## config.mk

```make
export PLATFORM = sky130hd
export DESIGN_NAME = qvs_sequencer
export DESIGN_NICKNAME = d
export VERILOG_FILES = /design/src/qvs_pkg.sv /design/src/qvs_sequencer.sv
export SDC_FILE = /design/constraint.sdc
export NUM_CORES = 1
export LEC_CHECK = 0
export BUFFER_PORTS_ARGS = -buffer_cell sky130_fd_sc_hd__clkbuf_2
export CAP_MARGIN = 20
export CELL_PAD_IN_SITES_DETAIL_PLACEMENT = 0
export CELL_PAD_IN_SITES_GLOBAL_PLACEMENT = 1
export CORE_MARGIN = 2
export CORE_UTILIZATION = 41
export CTS_CLUSTER_SIZE = 30
export DETAILED_ROUTE_END_ITERATION = 12
export MAX_ROUTING_LAYER = met4
export PLACE_DENSITY_LB_ADDON = 0.1
export SLEW_MARGIN = 20
export SYNTH_ARGS = -nofsm -noshare
export SYNTH_HDL_FRONTEND = slang
export SYNTH_SLANG_ARGS = --single-unit
export TNS_END_PERCENT = 1
```

## constraint.sdc

```tcl
create_clock -name clk -period 3.25 [get_ports clk]
set_input_delay 0.65 -clock clk [delete_from_list [all_inputs] [get_ports clk]]
set_output_delay 0.65 -clock clk [all_outputs]
set_load 0.01 [all_outputs]
```

## src/qvs_pkg.sv

```systemverilog
// constants, types and timing counts for the valley switch sequencer
// assumes a single 20 MHz clock; all counts derive from CLK_NS
package qvs_pkg;
   localparam int CLK_NS = 50;
   localparam int CYC_PER_MS = 1000000 / CLK_NS;
   // times as printed, in their own units
   localparam int WD_LL_NS = 55000;
   localparam int WD_HL_NS = 62000;
   localparam int TIMEOUT_NS = 7300;
   localparam int STARTUP_BLANK_NS = 3000;
   localparam int NOMINAL_BLANK_NS = 1500;
   localparam int OFF_GND_NS = 325;
   localparam int DRIVE_ON_BLANK_NS = 175;
   localparam int LINE_LOW_MS = 25;
   localparam int AUX_SHORT_MS = 90;
   localparam int RECOVERY_S = 4;
   // cycle counts: longest times round down, least times round up
   localparam logic [10:0] WD_LL_CYC = 11'(WD_LL_NS / CLK_NS);
   localparam logic [10:0] WD_HL_CYC = 11'(WD_HL_NS / CLK_NS);
   localparam logic [7:0] TIMEOUT_CYC = 8'(TIMEOUT_NS / CLK_NS);
   localparam logic [5:0] STARTUP_BLANK_CYC = 6'((STARTUP_BLANK_NS + CLK_NS - 1) / CLK_NS);
   localparam logic [5:0] NOMINAL_BLANK_CYC = 6'((NOMINAL_BLANK_NS + CLK_NS - 1) / CLK_NS);
   localparam logic [2:0] OFF_GND_CYC = 3'((OFF_GND_NS + CLK_NS - 1) / CLK_NS);
   localparam logic [2:0] ON_GND_CYC = 3'((DRIVE_ON_BLANK_NS + CLK_NS - 1) / CLK_NS);
   localparam int unsigned LINE_LOW_CYC = LINE_LOW_MS * CYC_PER_MS;
   localparam int unsigned AUX_SHORT_CYC = AUX_SHORT_MS * CYC_PER_MS;
   localparam int unsigned RECOVERY_CYC = RECOVERY_S * 1000 * CYC_PER_MS;
   localparam int LONG_W = 27;
   localparam int NCMP = 6;
   // comparator bundle from the analog front end
   typedef struct packed {
      logic ota_sinking;
      logic line_above_high;
      logic line_below_low;
      logic above_short_level;
      logic above_rising_level;
      logic below_valley_level;
   } qvs_cmp_t;
   typedef enum logic [1:0] {ST_IDLE, ST_ON, ST_OFF, ST_FAULT} qvs_state_t;
endpackage

```

## src/qvs_sequencer.sv

```systemverilog
// quasi-resonant valley switch sequencer: drive timing, blanking, line range,
// aux short timer and auto-recovery
// assumes comparator levels from the analog side, one clock, async low reset
// Operation
// ground loop-filter node while not operating
// extra start charge until amplifier sinks
// start pulse on falling valley crossing
// watchdog forces pulse, 55 or 62 us
// first valley low line, second high
// high line timeout 7.3 us after demag
// 3 us blank until rising level, then 1.5
// aux short timer 90 ms, stop 4 s
// short check only off time after blank
// ground sense pin 325 ns at turn-off
// ground sense pin 175 ns at turn-on
// low line after 25 ms below level
// high line immediately above level
// halve current gain at high line
// feedforward current only during on time
// ground loop-filter node during recovery
// counters in one domain, inputs synchronised (only cmp is; run_en and turn_off enter unsynchronised)
`timescale 1ns/1ps
module qvs_sequencer #(
   parameter int unsigned LINE_LOW_CYC = qvs_pkg::LINE_LOW_CYC,
   parameter int unsigned AUX_SHORT_CYC = qvs_pkg::AUX_SHORT_CYC,
   parameter int unsigned RECOVERY_CYC = qvs_pkg::RECOVERY_CYC
) (
   input wire logic clk,
   input wire logic rst_b,
   input wire logic run_en,
   input wire qvs_pkg::qvs_cmp_t cmp,
   input wire logic turn_off,
   output logic gate_drive_out,
   output logic sense_ground,
   output logic feedforward_current_en,
   output logic comp_ground,
   output logic comp_boost_en,
   output logic high_line_flag,
   output logic gain_half,
   output logic aux_short_protect
);
   localparam logic [qvs_pkg::LONG_W-1:0] LL_LIM = qvs_pkg::LONG_W'(LINE_LOW_CYC);
   localparam logic [qvs_pkg::LONG_W-1:0] AUX_LIM = qvs_pkg::LONG_W'(AUX_SHORT_CYC);
   localparam logic [qvs_pkg::LONG_W-1:0] REC_LIM = qvs_pkg::LONG_W'(RECOVERY_CYC);

   logic [qvs_pkg::NCMP-1:0] cmp_raw;
   logic [qvs_pkg::NCMP-1:0] sync1_reg;
   logic [qvs_pkg::NCMP-1:0] sync2_reg;
   logic [qvs_pkg::NCMP-1:0] sync3_reg;
   qvs_pkg::qvs_cmp_t cs;
   logic valley_fall;

   // two-flop synchronisers, third stage only for edge detect
   assign cmp_raw = cmp;
   genvar gi;
   generate
      for (gi = 0; gi < qvs_pkg::NCMP; gi++) begin : g_sync
         always_ff @(posedge clk or negedge rst_b) begin
            if (!rst_b) begin
               sync1_reg[gi] <= 1'h0;
               sync2_reg[gi] <= 1'h0;
               sync3_reg[gi] <= 1'h0;
            end else begin
               sync1_reg[gi] <= cmp_raw[gi];
               sync2_reg[gi] <= sync1_reg[gi];
               sync3_reg[gi] <= sync2_reg[gi];
            end
         end
      end
   endgenerate
   assign cs = sync2_reg;
   // sense falling through valley threshold
   assign valley_fall = sync2_reg[0] & ~sync3_reg[0];

   // line range group
   logic [qvs_pkg::LONG_W-1:0] ll_cnt_reg, ll_cnt_next;
   logic hl_reg, hl_next;
   logic gain_reg, gain_next;

   // line range next values
   always_comb begin
      ll_cnt_next = ll_cnt_reg;
      if (!cs.line_below_low) begin
         ll_cnt_next = '0;
      end else if (ll_cnt_reg != LL_LIM) begin
         ll_cnt_next = ll_cnt_reg + 1'h1;
      end
      hl_next = hl_reg;
      if (cs.line_above_high) begin
         hl_next = 1'h1;
      end else if (ll_cnt_reg == LL_LIM) begin
         hl_next = 1'h0;
      end
      gain_next = hl_next;
   end

   // line range registers
   always_ff @(posedge clk or negedge rst_b) begin
      if (!rst_b) begin
         ll_cnt_reg <= '0;
         hl_reg <= 1'h0;
         gain_reg <= 1'h0;
      end else begin
         ll_cnt_reg <= ll_cnt_next;
         hl_reg <= hl_next;
         gain_reg <= gain_next;
      end
   end
   assign high_line_flag = hl_reg;
   assign gain_half = gain_reg;

   // switching group
   qvs_pkg::qvs_state_t st_reg, st_next;
   logic [2:0] gnd_cnt_reg, gnd_cnt_next;
   logic [10:0] wd_cnt_reg, wd_cnt_next;
   logic [5:0] blank_reg, blank_next;
   logic [7:0] to_cnt_reg, to_cnt_next;
   logic vseen_reg, vseen_next;
   logic demag_reg, demag_next;
   logic sblank_reg, sblank_next;
   logic boost_reg, boost_next;
   logic [qvs_pkg::LONG_W-1:0] aux_cnt_reg, aux_cnt_next;
   logic [qvs_pkg::LONG_W-1:0] rec_cnt_reg, rec_cnt_next;
   logic fault_reg, fault_next;
   logic gate_reg, gate_next;
   logic gnd_reg, gnd_next;
   logic ff_reg, ff_next;
   logic compg_reg, compg_next;
   logic start_pulse;
   logic end_pulse;
   logic watch;
   logic [10:0] wd_lim;

   // next state of the switching sequence
   always_comb begin
      st_next = st_reg;
      gnd_cnt_next = (gnd_cnt_reg == 3'h0) ? 3'h0 : gnd_cnt_reg - 3'h1;
      blank_next = (blank_reg == 6'h0) ? 6'h0 : blank_reg - 6'h1;
      wd_cnt_next = wd_cnt_reg;
      to_cnt_next = to_cnt_reg;
      vseen_next = vseen_reg;
      demag_next = demag_reg;
      sblank_next = sblank_reg;
      boost_next = boost_reg;
      aux_cnt_next = aux_cnt_reg;
      rec_cnt_next = rec_cnt_reg;
      fault_next = fault_reg;
      start_pulse = 1'h0;
      end_pulse = 1'h0;
      watch = (blank_reg == 6'h0) && (gnd_cnt_reg == 3'h0);
      wd_lim = hl_reg ? qvs_pkg::WD_HL_CYC : qvs_pkg::WD_LL_CYC;
      case (st_reg)
         qvs_pkg::ST_IDLE: begin
            boost_next = 1'h0;
            aux_cnt_next = '0;
            if (run_en) begin
               start_pulse = 1'h1;
               sblank_next = 1'h1;
               boost_next = 1'h1;
            end
         end
         qvs_pkg::ST_ON: begin
            aux_cnt_next = aux_cnt_reg + 1'h1;
            if (!run_en) begin
               st_next = qvs_pkg::ST_IDLE;
               gnd_cnt_next = qvs_pkg::OFF_GND_CYC;
            end else if (turn_off && gnd_cnt_reg == 3'h0) begin
               end_pulse = 1'h1;
            end
         end
         qvs_pkg::ST_OFF: begin
            aux_cnt_next = aux_cnt_reg + 1'h1;
            wd_cnt_next = wd_cnt_reg + 11'h1;
            if (!run_en) begin
               st_next = qvs_pkg::ST_IDLE;
            end else begin
               if (watch) begin
                  if (cs.above_rising_level) begin
                     sblank_next = 1'h0;
                     demag_next = 1'h1;
                  end
                  if (cs.above_short_level) begin
                     aux_cnt_next = '0;
                  end
                  if (valley_fall) begin
                     vseen_next = 1'h1;
                     if (!hl_reg || vseen_reg) begin
                        start_pulse = 1'h1;
                     end
                  end
                  if (hl_reg && demag_reg && cs.below_valley_level) begin
                     to_cnt_next = to_cnt_reg + 8'h1;
                     if (to_cnt_reg >= qvs_pkg::TIMEOUT_CYC - 8'h1) begin
                        start_pulse = 1'h1;
                     end
                  end else begin
                     to_cnt_next = 8'h0;
                  end
               end
               if (wd_cnt_reg >= wd_lim - 11'h1) begin
                  start_pulse = 1'h1;
               end
            end
         end
         qvs_pkg::ST_FAULT: begin
            rec_cnt_next = rec_cnt_reg + 1'h1;
            if (rec_cnt_reg >= REC_LIM - 1'h1) begin
               st_next = qvs_pkg::ST_IDLE;
               rec_cnt_next = '0;
               fault_next = 1'h0;
            end
         end
         default: begin
            st_next = qvs_pkg::ST_IDLE;
         end
      endcase
      // pulse start: ground pin for leading edge blank
      if (start_pulse) begin
         st_next = qvs_pkg::ST_ON;
         gnd_cnt_next = qvs_pkg::ON_GND_CYC;
      end
      // pulse end: ground pin, arm blanking and timers
      if (end_pulse) begin
         st_next = qvs_pkg::ST_OFF;
         gnd_cnt_next = qvs_pkg::OFF_GND_CYC;
         blank_next = sblank_reg ? qvs_pkg::STARTUP_BLANK_CYC : qvs_pkg::NOMINAL_BLANK_CYC;
         wd_cnt_next = 11'h0;
         to_cnt_next = 8'h0;
         vseen_next = 1'h0;
         demag_next = 1'h0;
      end
      // aux short expiry overrides everything while run_en is high
      if ((st_reg == qvs_pkg::ST_ON || st_reg == qvs_pkg::ST_OFF) && run_en && aux_cnt_reg >= AUX_LIM - 1'h1) begin
         st_next = qvs_pkg::ST_FAULT;
         fault_next = 1'h1;
         rec_cnt_next = '0;
         gnd_cnt_next = (st_reg == qvs_pkg::ST_ON) ? qvs_pkg::OFF_GND_CYC : 3'h0;
      end
      if (cs.ota_sinking || st_next == qvs_pkg::ST_FAULT || st_next == qvs_pkg::ST_IDLE) begin
         boost_next = 1'h0;
      end
      gate_next = (st_next == qvs_pkg::ST_ON);
      gnd_next = (gnd_cnt_next != 3'h0);
      ff_next = gate_next;
      compg_next = (st_next == qvs_pkg::ST_IDLE) || (st_next == qvs_pkg::ST_FAULT);
   end

   // switching registers
   always_ff @(posedge clk or negedge rst_b) begin
      if (!rst_b) begin
         st_reg <= qvs_pkg::ST_IDLE;
         gnd_cnt_reg <= 3'h0;
         wd_cnt_reg <= 11'h0;
         blank_reg <= 6'h0;
         to_cnt_reg <= 8'h0;
         vseen_reg <= 1'h0;
         demag_reg <= 1'h0;
         sblank_reg <= 1'h1;
         boost_reg <= 1'h0;
         aux_cnt_reg <= '0;
         rec_cnt_reg <= '0;
         fault_reg <= 1'h0;
         gate_reg <= 1'h0;
         gnd_reg <= 1'h0;
         ff_reg <= 1'h0;
         compg_reg <= 1'h1;
      end else begin
         st_reg <= st_next;
         gnd_cnt_reg <= gnd_cnt_next;
         wd_cnt_reg <= wd_cnt_next;
         blank_reg <= blank_next;
         to_cnt_reg <= to_cnt_next;
         vseen_reg <= vseen_next;
         demag_reg <= demag_next;
         sblank_reg <= sblank_next;
         boost_reg <= boost_next;
         aux_cnt_reg <= aux_cnt_next;
         rec_cnt_reg <= rec_cnt_next;
         fault_reg <= fault_next;
         gate_reg <= gate_next;
         gnd_reg <= gnd_next;
         ff_reg <= ff_next;
         compg_reg <= compg_next;
      end
   end
   assign gate_drive_out = gate_reg;
   assign sense_ground = gnd_reg;
   assign feedforward_current_en = ff_reg;
   assign comp_ground = compg_reg;
   assign comp_boost_en = boost_reg;
   assign aux_short_protect = fault_reg;

   // checks
   property p_off_gnd;
      @(posedge clk) disable iff (!rst_b) $fell(gate_drive_out) |-> sense_ground [*7];
   endproperty
   a_off_gnd: assert property (p_off_gnd) else $error("sense not grounded after turn-off");
   property p_on_gnd;
      @(posedge clk) disable iff (!rst_b) $rose(gate_drive_out) |-> sense_ground [*4] ##1 (!sense_ground || !gate_drive_out);
   endproperty
   a_on_gnd: assert property (p_on_gnd) else $error("turn-on ground length wrong");
   property p_ff;
      @(posedge clk) disable iff (!rst_b) feedforward_current_en == gate_drive_out;
   endproperty
   a_ff: assert property (p_ff) else $error("feedforward outside on time");
   property p_comp_gnd;
      @(posedge clk) disable iff (!rst_b)
         (st_reg == qvs_pkg::ST_FAULT || st_reg == qvs_pkg::ST_IDLE) |-> comp_ground && !comp_boost_en;
   endproperty
   a_comp_gnd: assert property (p_comp_gnd) else $error("loop node not grounded while stopped");
   property p_rec;
      @(posedge clk) disable iff (!rst_b) $rose(aux_short_protect) |-> comp_ground && !gate_drive_out;
   endproperty
   a_rec: assert property (p_rec) else $error("recovery not holding node low");
   property p_hl;
      @(posedge clk) disable iff (!rst_b) cs.line_above_high |=> high_line_flag && gain_half;
   endproperty
   a_hl: assert property (p_hl) else $error("high line not taken at once");
   property p_ll;
      @(posedge clk) disable iff (!rst_b) $fell(high_line_flag) |-> $past(ll_cnt_reg) == LL_LIM;
   endproperty
   a_ll: assert property (p_ll) else $error("low line taken early");
   property p_wd;
      @(posedge clk) disable iff (!rst_b) st_reg == qvs_pkg::ST_OFF && run_en |-> wd_cnt_reg < wd_lim;
   endproperty
   a_wd: assert property (p_wd) else $error("watchdog overran");
   property p_aux;
      @(posedge clk) disable iff (!rst_b) $rose(aux_short_protect) |-> $past(aux_cnt_reg) == AUX_LIM - 1'h1;
   endproperty
   a_aux: assert property (p_aux) else $error("aux fault at wrong count");
   property p_boost;
      @(posedge clk) disable iff (!rst_b) cs.ota_sinking |=> !comp_boost_en;
   endproperty
   a_boost: assert property (p_boost) else $error("boost on while amplifier sinks");
   c_pulse: cover property (@(posedge clk) disable iff (!rst_b) $rose(gate_drive_out) ##[1:300] $fell(gate_drive_out));
   c_hl_valley2: cover property (@(posedge clk) disable iff (!rst_b) high_line_flag && valley_fall && vseen_reg);
   c_fault: cover property (@(posedge clk) disable iff (!rst_b) $rose(aux_short_protect));
endmodule // qvs_sequencer

```

* Word level (Yosys, flattened, before mapping) *
Cells that the tools add are included.

operators by class
  add/subtract/negate cells = 8
  $mul = 0
  div/mod/pow operators = 0
  magnitude comparators = 4
  equal/unequal tests = 12
  shifts and indexed selects = 0
  multiplexer cells = 67
  bitwise logic cells = 2
  reductions and logical operators = 34

operator list
  operator                 count
  $mux W27                 8
  $add A27 B1 Y27 const B  3
  $pmux W27 S3             1
  $mux W8                  6
  $mux W1                  32
  $eq A27 B19 Y1 const B   1
  $ge A27 B21 Y1 const B   1
  $ge A27 B27 Y1 const B   1
  $ne A27 B19 Y1 const B   1
  $mux W11                 2
  $mux W3                  7
  $reduce_bool A2 Y1       10
  $mux W6                  3
  $add A11 B1 Y11 const B  1
  $ge A11 B11 Y1           1
  $sub A11 B1 Y11 const B  1
  $mux W2                  5
  $add A8 B1 Y8 const B    1
  $ge A8 B8 Y1 const B     1
  $ne A2 B2 Y1 const B     4
  $reduce_and A4 Y1        2
  $eq A2 B2 Y1 const B     3
  $logic_and A1 B1 Y1      6
  $logic_not A6 Y1         1
  other kinds (17)         25

word-level totals
  register bits = 133
  latch bits = 0
  bits in writable memories = 0
  memory bits (read-only) = 0
  bits of input ports = 10
  output and inout bits = 8
  word-level logic and storage cells = 157
  memories kept = 0

* Logic depth before layout (Yosys ltp) *
Gate-level depths: netlist of the first run.

  word-level depth = 17
  mapped depth = 12
  mapped depth without buffers = 10

* Least setup slack after synthesis of the first run *
Ideal clock, no wire load.

  path type = input to register
  start = in run_en
  end = reg boost_reg, in the netlist comp_boost_en
  library setup time = 125 ps
  arrival time = 2,680 ps
  required time = 3,125 ps
  path slack = 444 ps
  cell stages on the path = 10
  path buffers = 2
  path through = clkbuf_1 > and3_1 > and4bb_2 > buf_2 > nand4_1 > nand4_1 > nor3b_1 > or3_1 > ha_1 > a2111oi_0

between the ends
  word-level cells in the longest chain between the ends = 9
  elaborated cells between the ends (all ways) = 19
  those cells by class = eq/ne: 1; mux: 12; reduce/logical: 6

RTL lines
  item                                           RTL line                                    text
  from (decl)                                    qvs_sequencer.sv:30                         input wire logic run_en,
  $mux W2, or another cell as far along          qvs_sequencer.sv:164, qvs_sequencer.sv:174
  $pmux W2 S2 or $pmux W1 S2 (tied branches)     qvs_sequencer.sv:152                        case (st_reg)
  $mux W2                                        qvs_sequencer.sv:218                        if (start_pulse) begin
  $mux W2                                        qvs_sequencer.sv:223                        if (end_pulse) begin
  $mux W2 (*)                                    qvs_sequencer.sv:233                        if ((st_reg == qvs_pkg::ST_ON || st_reg == qvs_pkg::ST_OFF) && run_en && aux_cnt_reg >= AUX_LIM - 1'h1) begin
  via st_next[1]                                 qvs_sequencer.sv:113                        qvs_pkg::qvs_state_t st_reg, st_next;
  $eq A2 B2 Y1                                   qvs_sequencer.sv:239                        if (cs.ota_sinking || st_next == qvs_pkg::ST_FAULT || st_next == qvs_pkg::ST_IDLE) begin
  $logic_or A1 B1 Y1                             qvs_sequencer.sv:239
  $logic_or A1 B1 Y1 (*)                         qvs_sequencer.sv:239
  $mux W1 or $reduce_bool A2 Y1 (tied branches)  n/a
  to (signal assigned)                           qvs_sequencer.sv:276                        boost_reg <= boost_next;
  to (decl)                                      qvs_sequencer.sv:121                        logic boost_reg, boost_next;

Mark *: on every way through the listed nets, which the timed path passes. The rest lies on a longest branch. The select of a mux whose other input is x is not followed.
A chain may end at the register's enable or synchronous reset.

* Final worst setup path of the first run *
  start = reg to_cnt_reg[0]
  end = reg boost_reg, in the netlist comp_boost_en

between the ends
  word-level cells in the longest chain between the ends = 14
  elaborated cells between the ends (all ways) = 16
  those cells by class = order compare: 1; eq/ne: 1; mux: 10; reduce/logical: 4

RTL lines
  item                                           RTL line              text
  from (decl)                                    qvs_sequencer.sv:117  logic [7:0] to_cnt_reg, to_cnt_next;
  from (signal assigned)                         qvs_sequencer.sv:272  to_cnt_reg <= to_cnt_next;
  $ge A8 B8 Y1 (*)                               qvs_sequencer.sv:193  if (to_cnt_reg >= qvs_pkg::TIMEOUT_CYC - 8'h1) begin
  $mux W1 (*)                                    qvs_sequencer.sv:193
  $mux W1 (*)                                    qvs_sequencer.sv:191  if (hl_reg && demag_reg && cs.below_valley_level) begin
  $mux W1 (*)                                    qvs_sequencer.sv:177  if (watch) begin
  $mux W1 (*)                                    qvs_sequencer.sv:200  if (wd_cnt_reg >= wd_lim - 11'h1) begin
  $mux W1 (*)                                    qvs_sequencer.sv:174  if (!run_en) begin
  $pmux W1 S2 (*)                                qvs_sequencer.sv:152
  $mux W2 (*)                                    qvs_sequencer.sv:218
  $mux W2 (*)                                    qvs_sequencer.sv:223
  $mux W2 (*)                                    qvs_sequencer.sv:233
  via st_next[0]                                 qvs_sequencer.sv:113
  $eq A2 B2 Y1                                   qvs_sequencer.sv:239
  $logic_or A1 B1 Y1                             qvs_sequencer.sv:239
  $logic_or A1 B1 Y1 (*)                         qvs_sequencer.sv:239
  $mux W1 or $reduce_bool A2 Y1 (tied branches)  n/a

Mark *: on every way through the listed nets, which the timed path passes. The rest lies on a longest branch.

==> flow_metrics.env, run 1 <==
export IMPL_outcome="complete, no violations"
export IMPL_postCtsResizedCells=0
export IMPL_drtIter0Drc=445
export IMPL_rsz0062_at_grt="false"
export IMPL_switching_share_pct=29.9
export IMPL_multi_input_area_um2=3460
export IMPL_p_comb_share_pct=20.6
export IMPL_yosys_area_top_type_share_pct=46.8
export IMPL_startpoint="to_cnt_reg[0]"
export IMPL_post_cts_setup_buffer_count=0
export IMPL_dp_slack_ns=0.226
export IMPL_power_density_nw_per_um2=635
export IMPL_grt_usage_pct=18.9
export IMPL_stdcell_count=1002
export IMPL_routabilityCongestion=0.848
export IMPL_fin_ws_ns=0.238
export IMPL_p_leak_nw=3.60
export IMPL_synth_ff_type="dfrtp_1"
export IMPL_htreeDepth=4
export IMPL_area_growth_pct=14.0
export IMPL_dr_pass1_iters=6
export IMPL_finalSetupViolCount=0
export IMPL_synth_edf_count=0
export IMPL_hold_class="in2async"
export IMPL_totalWireLength_um=15400
export IMPL_total_power_mw=5.07
export IMPL_fillers=1584
export IMPL_io_buffers=17
export IMPL_grt_remaining_overflow=0
export IMPL_yosys_warnings=0
export IMPL_r2r_start="to_cnt_reg[0]"
export IMPL_clock_path_buffers=2
export IMPL_slew_headroom_pct=49.7
export IMPL_core_um2=16600
export IMPL_drive_gt1_share_pct=10.5
export IMPL_min_period_over_period_pct=92.7
export IMPL_end_kind="register"
export IMPL_grt_pass1_wl_um=26500
export IMPL_tns_ns=0
export IMPL_synth_area_leaders="dfrtp_1 47%, ha_1 4.3%, o21ai_0 4.3%, nand2_1 4.1%, xnor2_1 3.9%"
export IMPL_cts_made_buffers=17
export IMPL_ys_seq_elements=133
export IMPL_cp_max_fo=6
export IMPL_cts_hold_buf=0
export IMPL_cp_endpoint="comp_boost_en"
export IMPL_crit_chain="inv_1 > ha_1 > or4b_2 > a211o_1 > nand4_1 > nand4_1 > a21oi_1 > o21bai_1 > ha_1 > a2111oi_0"
export IMPL_regArea_um2=3330
export IMPL_worstRegToRegCells=10
export IMPL_cts_tree="done"
export IMPL_cts_sinks=133
export IMPL_ir_drop_v=0.000453
export IMPL_path_class="reg2reg"
export IMPL_ios=18
export IMPL_vias=5552
export IMPL_clock_skew_ns=0.0114
export IMPL_hold_viol_final=0
export IMPL_grt_max_degree=77
export IMPL_p_int_mw=3.56
export IMPL_syn_nets=778
export IMPL_seqPwrFrac_pct=41.2
export IMPL_grt_antenna_before_repair=0
export IMPL_dieArea_um2=18100
export IMPL_p_clk_share_pct=38.2
export IMPL_r2r_slack_ns=0.24
export IMPL_die_w_um=135
export IMPL_rows=47
export IMPL_finalCriticalPeriod_ns=3.01
export IMPL_wire_per_inst_um=15.4
export IMPL_worstSetupStartpointType="register"
export IMPL_dp_hpwl_um=10600
export IMPL_drc=0
export IMPL_r2r_end="comp_boost_en"
export IMPL_synth_top_area_cell="dfrtp_1"
export IMPL_dp_cells=970
export IMPL_ys_seq_area_share_pct=47.5
export IMPL_yosysUniqueCellTypes=66
export IMPL_via_per_inst=5.54
export IMPL_synth_async_reset_ratio_pct=100
export IMPL_start_util_pct=42.1
export IMPL_crit_path_top_delay_cell="or4b_2"
export IMPL_cp_required_ns=3.55
export IMPL_cp_arrival_ns=3.31
export IMPL_antenna_cells=0
export IMPL_fp_dieH_um=135
export IMPL_drv_slew=0
export IMPL_synthCells=744
export IMPL_fmax_ghz=0.332
export IMPL_drv_cap=0
export IMPL_cpPeakStageDelay_ns=0.59
export IMPL_clkTransAtPathRegs_ns=0.05
export IMPL_synthesis_area_um2=7010
export IMPL_fin_nets=803
export IMPL_grt_pass1_vias=5392
export IMPL_worstMarginPinSlew_ns=0.747
export IMPL_clk_root_buffer_cell="clkbuf_16"
export IMPL_switching_power_mw=1.52
export IMPL_synth_area_per_cell_um2=9.42
export IMPL_hold_ws_ns=0.271
export IMPL_ant_nets=0
export IMPL_insertion_delay_ns=0.42
## stage by stage
stage / utilization, % / cell area [um^2]
finish: 48.0 / 7990
floorplan: - / 7010
global route: 48.0 / 7990
CTS: 48.0 / 7990
global placement: 44.4 / 7390
detailed placement: 44.4 / 7390
## cells by family (layout without fill, tap and decap cells)
group | count (synthesis) | in the layout | synth area share [%]
simple gates | 337 | 337 | 25.1
xor+xnor | 53 | 53 | 6.63
buf+inv | 51 | 89 | 3.18
mux | 4 | 4 | 0.589
compound gates | 142 | 142 | 12.6
fa+ha+maj | 24 | 24 | 4.29
flops | 133 | 133 | 47.5
## cell usage in the layout (no fill, tap or decap), types with 3 or more instances in the layout
cell type  netlist  layout
ha_1            24      24
inv_1           23      23
nor3_1          21      21
and4_1           5       5
a21boi_0         3       3
o31ai_1         12      11
clkbuf_2         0      16
nor2_1          67      67
mux2i_1          3       3
a21o_1           6       6
buf_4            2      16
and2_1          28      28
xor2_1          22      22
clkbuf_16        0      17
clkbuf_8         0       5
o21ai_0         60      60
and3_1          28      28
a211o_1          4       4
xnor2_1         31      31
nand4_1         29      29
dfrtp_1        131     131
nand2b_1         3       3
clkbuf_1        20       3
a31oi_1          4       3
nor2b_1          4       4
nand3_1         29      29
or3_1           11      11
nor4bb_1         3       3
o41ai_1          4       4
nor4_1          14      14
a21oi_1         27      27
nand2_1         76      76
## synthesized netlist by cell type (all sizes together), types with 2 or more instances
| cell | number |
|---|---|
| a211o | 4 |
| a21boi | 3 |
| a21o | 6 |
| a21oi | 27 |
| a31o | 2 |
| a31oi | 4 |
| and2 | 29 |
| and3 | 28 |
| and4 | 5 |
| buf | 8 |
| clkbuf | 20 |
| dfrtp | 131 |
| dfstp | 2 |
| ha | 24 |
| inv | 23 |
| mux2i | 3 |
| nand2 | 76 |
| nand2b | 3 |
| nand3 | 29 |
| nand3b | 2 |
| nand4 | 29 |
| nand4b | 2 |
| nor2 | 67 |
| nor2b | 4 |
| nor3 | 21 |
| nor3b | 3 |
| nor4 | 15 |
| nor4b | 2 |
| nor4bb | 3 |
| o2111ai | 2 |
| o211ai | 2 |
| o21a | 2 |
| o21ai | 60 |
| o2bb2ai | 2 |
| o31ai | 12 |
| o41ai | 4 |
| or2 | 2 |
| or3 | 12 |
| or4b | 2 |
| xnor2 | 31 |
| xor2 | 22 |
## per-layer routing
metal  up-vias  wire length (um)  part of all wire [%]  GRT usage (%)
met4         0               165                   1.1           5.85
met5         -                 0                     0              -
met2        71              7230                    47           29.2
met3        15               466                   3.0           4.20
met1      2770              7560                    49           24.9
li1       2696                 -                     -              -
## critical path, delay by kind of cell (launching register included)
family	cells	cell delay, ns
compound gates	4	1.06
simple gates	3	0.95
flops	1	0.42
buf+inv	1	0.09
fa+ha+maj	2	0.36
## worst min-delay path by stage
stage	cells past startpoint	end	startpoint
2_1_floorplan	0	cs[0]	sync1_reg[0]
3_3_place_gp	0	cs[3]	sync1_reg[3]
3_5_place_dp	0	cs[3]	sync1_reg[3]
4_1_cts	1	to_cnt_reg[3]	rst_b
5_1_grt	1	sync1_reg[4]	cmp[4]
6_report	1	to_cnt_reg[7]	rst_b
## final cells by class
cell class | instances | area share (%)
multi-input combinational | 560 | 43.4
sequential | 133 | 41.7
clock buffer | 25 | 6.33
tap | 220 | 3.45
timing repair buffer | 34 | 2.90
clock inverter | 7 | 1.17
inverter | 23 | 1.08
## power groups by stage
stage               logic [mW]  clock network (mW)  registers [mW]
global placement          1.02                   0            2.11
floorplan                0.756                   0            2.07
CTS                       1.05                1.99            2.09
finish                    1.04                1.94            2.09
global route              1.19                2.06            2.13
detailed placement        1.05                   0            2.12
Power figures use the tool's default switching activity.
==> run 2: changes to the inputs <==
BUFFER_PORTS_ARGS = not set   (was -buffer_cell sky130_fd_sc_hd__clkbuf_2)
DONT_BUFFER_PORTS = 1   (was not set)
==> run 2 against run 1 <==
The run now ends with hold timing left; register-to-register slack improved by 0.02 ns; design area fell by 0.86%; die area did not move; first-iteration DRC count fell by 24%; flip-flop and latch count did not move; routed wire length fell by 1.0%; global-route usage fell by 0.088 points; cell count fell by 2.0%; non-clock buffer count fell by 20; combinational power fell by 9%; core utilization fell by 0.41 points.
==> flow_metrics.env, run 2 (synthesis results as in run 1) <==
export IMPL_drive_gt1_share_pct=8.53
export IMPL_ios=18
export IMPL_hold_viol_final=131
export IMPL_final_common_cell="dfrtp_1"
export IMPL_clock_skew_ns=0.00725
export IMPL_hold_class="in2async"
export IMPL_dp_hpwl_um=9960
export IMPL_hold_ws_ns=-0.0762
export IMPL_crit_path_top_delay_cell="nor4_1"
export IMPL_fin_nets=783
export IMPL_antenna_cells=0
export IMPL_dr_pass1_iters=4
export IMPL_fin_ws_ns=0.262
export IMPL_mostFrequentLayoutCells="131 x dfrtp_1, 76 x nand2_1, 67 x nor2_1"
export IMPL_drv_slew=0
export IMPL_cts_sinks=133
export IMPL_totalWireLength_um=15300
export IMPL_dp_slack_ns=0.191
export IMPL_ant_nets=0
export IMPL_drtIter0Drc=338
export IMPL_htreeDepth=4
export IMPL_path_class="reg2reg"
export IMPL_fp_dieH_um=135
export IMPL_clock_path_buffers=2
export IMPL_clkTransAtPathRegs_ns=0.06
export IMPL_via_per_inst=5.52
export IMPL_routabilityCongestion=0.754
export IMPL_cts_made_buffers=17
export IMPL_grt_usage_pct=18.8
export IMPL_ir_drop_v=0.000438
export IMPL_grt_remaining_overflow=0
export IMPL_grt_antenna_before_repair=0
export IMPL_r2r_end="comp_boost_en"
export IMPL_rsz0062_at_grt="false"
export IMPL_die_w_um=135
export IMPL_finalCriticalPeriod_ns=2.99
export IMPL_clk_root_buffer_cell="clkbuf_16"
export IMPL_drc=0
export IMPL_cpMostUsedCell="or3_1"
export IMPL_outcome="finished with violations"
export IMPL_insertion_delay_ns=0.42
export IMPL_grt_pass1_vias=5264
export IMPL_min_period_over_period_pct=91.9
export IMPL_failed_checks="hold timing"
export IMPL_tns_ns=0
export IMPL_core_um2=16600
export IMPL_cp_max_fo=6
export IMPL_r2r_start="rec_cnt_reg[17]"
export IMPL_worstMarginPinSlew_ns=0.762
export IMPL_startpoint="rec_cnt_reg[17]"
export IMPL_start_util_pct=42.1
export IMPL_finalSetupViolCount=0
export IMPL_cts_tree="done"
export IMPL_r2r_slack_ns=0.26
export IMPL_cp_required_ns=3.54
export IMPL_p_leak_nw=3.53
export IMPL_end_kind="register"
export IMPL_drv_cap=0
export IMPL_fillers=1566
export IMPL_power_density_nw_per_um2=655
export IMPL_area_growth_pct=13.0
export IMPL_grt_pass1_wl_um=26600
export IMPL_dieArea_um2=18100
export IMPL_cp_arrival_ns=3.28
export IMPL_vias=5421
export IMPL_crit_chain="or3_1 > nor4_1 > o2111a_1 > o31ai_1 > nor3b_1 > or3_1 > ha_1 > a2111oi_0"
export IMPL_worstRegToRegCells=8
export IMPL_fmax_ghz=0.335
export IMPL_cpPeakStageDelay_ns=0.44
export IMPL_grt_max_degree=134
export IMPL_worstSetupStartpointType="register"
export IMPL_slew_headroom_pct=48.7
export IMPL_rows=47
export IMPL_io_buffers=0
export IMPL_wire_per_inst_um=15.6
run 2: cell types whose count changed in the layout (fill, tap and decap cells not counted):
cell | before | now
clkbuf_2 | 16 | 0
bufinv_16 | 2 | 5
clkbuf_1 | 3 | 0
clkbuf_8 | 5 | 2
buf_4 | 16 | 14
clkinvlp_4 | 2 | 4
buf_12 | 1 | 0
buf_6 | 1 | 0
clkinv_2 | 2 | 3
run 2: stage by stage:
stage	area [um^2]	power, mW	utilization (%)	std cells
floorplan	7010	2.83	-	744
global placement	7250	3.04	43.6	949
detailed placement	7250	3.08	43.6	949
CTS	7910	5.24	47.5	981
global route	7920	5.48	47.6	982
finish	7920	5.19	47.6	982
run 2: how the worst max path moves through the flow:
stage	endpoint	slack, ns
final	comp_boost_en	0.26
after global routing	comp_boost_en	0.04
after CTS	comp_boost_en	0.18
after detailed placement	comp_boost_en	0.19
after global placement	comp_boost_en	0.33
after floorplan	comp_boost_en	0.44
run 2: final cells by class:
type                            instances  area (um^2)  area share, %
Inverter                               23         86.3           1.09
Multi-Input combinational cell        560         3460           43.7
Clock inverter                         13          204           2.58
Tap cell                              220          275           3.48
Sequential cell                       133         3330           42.1
Timing Repair Buffer                   14          105           1.33
Clock buffer                           19          453           5.72
run 2: timing repair:
action                                 CTS  global route
buffers inserted                         0             1
endpoints found under the hold margin  131           131
setup endpoints to repair                0             1
resized for setup                        0             0
run 2: worst max-delay path: cells and delay by family (launching register included):
| kind | cells | cell delay, ns |
|---|---|---|
| simple gates | 4 | 1.40 |
| compound gates | 3 | 0.84 |
| flops | 1 | 0.43 |
| fa+ha+maj | 1 | 0.19 |
run 2: power breakdown:
part | internal (mW) | switching, mW | leakage (nW)
Clock | 1.40 | 0.737 | 0.311
Combinational | 0.414 | 0.528 | 1.48
Sequential | 1.87 | 0.239 | 1.74
run 2: per-layer routing:
metal  wire, um  GRT usage (%)  up-vias
li1           -              -     2666
met5          0              -        -
met4        180           5.61        0
met1       7580           25.6     2680
met3        415           4.09       16
met2       7090           28.3       59
==> run 3: changes to the inputs <==
SETUP_SLACK_MARGIN = 0.4   (was not set)
==> run 3 against run 2 <==
The flow still finishes with violations (hold timing); total power is 1.7% higher; clock-buffer cell count stayed put; maximum frequency is 9.0% higher; worst hold slack hardly changed; cell count is 0.51% higher; critical path depth is 2 higher; die area stayed put; worst setup slack better by 0.25 ns; first-iteration DRC count is 8.9% higher; combinational power is 8% higher; register-to-register slack better by 0.25 ns.
==> flow_metrics.env, run 3 (synthesis results as in run 1) <==
export IMPL_antenna_cells=0
export IMPL_drtIter0Drc=368
export IMPL_utilization_pct=48.3
export IMPL_mostFrequentLayoutCells="131 x dfrtp_1, 76 x nand2_1, 66 x nor2_1"
export IMPL_wl_met3_um=389
export IMPL_grt_antenna_before_repair=0
export IMPL_crit_chain="inv_1 > ha_1 > or4b_2 > a211o_1 > nand4_1 > nand4_1 > a21oi_2 > o21bai_2 > ha_2 > a2111oi_4"
export IMPL_finalCriticalPeriod_ns=2.74
export IMPL_via_per_inst=5.53
export IMPL_dp_hpwl_um=9960
export IMPL_clkTransAtPathRegs_ns=0.06
export IMPL_failed_checks="hold timing"
export IMPL_cp_max_fo=5
export IMPL_r2r_slack_ns=0.51
export IMPL_totalWireLength_um=15600
export IMPL_cts_made_buffers=17
export IMPL_tns_ns=0
export IMPL_grt_max_degree=134
export IMPL_drv_cap=0
export IMPL_worstMarginPinSlew_ns=0.762
export IMPL_worstRegToRegCells=10
export IMPL_m1WireLength_um=7720
export IMPL_ant_nets=0
export IMPL_r2r_end="comp_boost_en"
export IMPL_htreeDepth=4
export IMPL_die_w_um=135
export IMPL_fmax_ghz=0.365
export IMPL_p_leak_nw=3.56
export IMPL_r2r_start="to_cnt_reg[0]"
export IMPL_grt_pass1_wl_um=26700
export IMPL_ios=18
export IMPL_outcome="finished with violations"
export IMPL_hold_viol_final=131
export IMPL_rows=47
export IMPL_total_power_mw=5.28
export IMPL_fin_nets=788
export IMPL_hold_class="in2async"
export IMPL_grt_usage_pct=18.9
export IMPL_grt_remaining_overflow=0
export IMPL_area_growth_pct=14.9
export IMPL_clk_root_buffer_cell="clkbuf_16"
export IMPL_slew_headroom_pct=48.7
export IMPL_cts_sinks=133
export IMPL_drv_slew=0
export IMPL_drc=0
export IMPL_grt_pass1_vias=5299
export IMPL_clock_path_buffers=2
export IMPL_top_layer="met4"
export IMPL_dr_pass1_iters=4
export IMPL_cts_tree="done"
export IMPL_wire_per_inst_um=15.8
export IMPL_drive_gt1_share_pct=10.7
export IMPL_power_density_nw_per_um2=656
export IMPL_core_um2=16600
export IMPL_worstSetupStartpointType="register"
export IMPL_wl_met2_um=7290
export IMPL_ir_drop_v=0.000438
export IMPL_cp_arrival_ns=3.05
export IMPL_io_buffers=0
export IMPL_start_util_pct=42.1
export IMPL_cpMostUsedCell="nand4_1"
export IMPL_hold_ws_ns=-0.0764
export IMPL_clock_skew_ns=0.00638
export IMPL_end_kind="register"
export IMPL_rsz0062_at_grt="false"
export IMPL_cpPeakStageDelay_ns=0.58
export IMPL_fp_dieH_um=135
export IMPL_cp_required_ns=3.56
export IMPL_crit_path_top_delay_cell="or4b_2"
export IMPL_vias=5455
export IMPL_finalSetupViolCount=0
export IMPL_path_class="reg2reg"
export IMPL_dieArea_um2=18100
export IMPL_final_common_cell="dfrtp_1"
export IMPL_insertion_delay_ns=0.42
export IMPL_routabilityCongestion=0.754
export IMPL_min_period_over_period_pct=84.4
==> run 3: cell types whose count changed in the layout (fill, tap and decap cells not counted), sizes merged <==
cell / change
buf: +5
==> run 3: metal layers <==
metal,vias up,GRT usage [%]
met5,-,-
met3,14,4.09
met2,58,28.6
li1,2673,-
met1,2710,25.6
met4,0,5.61
==> run 3: worst max-delay path by stage <==
stage | start | to | slack [ns]
global route | to_cnt_reg[0] | comp_boost_en | 0.37
CTS | to_cnt_reg[0] | comp_boost_en | 0.41
finish | to_cnt_reg[0] | comp_boost_en | 0.51
detailed placement | to_cnt_reg[1] | comp_boost_en | 0.19
global placement | to_cnt_reg[0] | comp_boost_en | 0.33
floorplan | run_en | comp_boost_en | 0.44
==> run 3: per-stage QoR <==
stage	cell area (um^2)	hold slack, ns	setup WS, ns	cells
after detailed placement	7250	0.336	0.191	949
after global placement	7250	0.331	0.332	949
after CTS	7970	-0.0956	0.407	984
after global routing	8050	-0.102	0.368	987
final	8050	-0.0764	0.508	987
after floorplan	7010	0.331	0.444	744
==> run 3: where the power goes <==
part	total, mW	leakage [nW]	internal (mW)	switching [mW]
clock network	2.13	0.311	1.40	0.737
logic	1.02	1.51	0.459	0.562
registers	2.12	1.74	1.87	0.249
total	5.28	3.56	3.73	1.55
==> run 3: critical path, delay by kind of cell, from the launching register on <==
family	cells	cell delay, ns
buffers and inverters	1	0.09
AOI/OAI and AO/OA	4	0.89
adders and majority gates	2	0.32
and+or+nand+nor	3	0.90
DFF	1	0.42
==> run 3: repair_timing <==
item / CTS / global route
pin swaps: 1 / 6
endpoints found under the hold margin: 131 / 131
gates resized for setup: 8 / 10
setup endpoints to repair: 1 / 1
setup buffers: 3 / 3
==> run 3: area by class of cell <==
cell class / instances / area, um^2
clock buffer: 19 / 453
inverter: 23 / 86.3
timing repair buffer: 19 / 143
clock inverter: 13 / 204
sequential: 133 / 3330
multi-input combinational: 560 / 3550
tap: 220 / 275
fill: 1547 / 8600
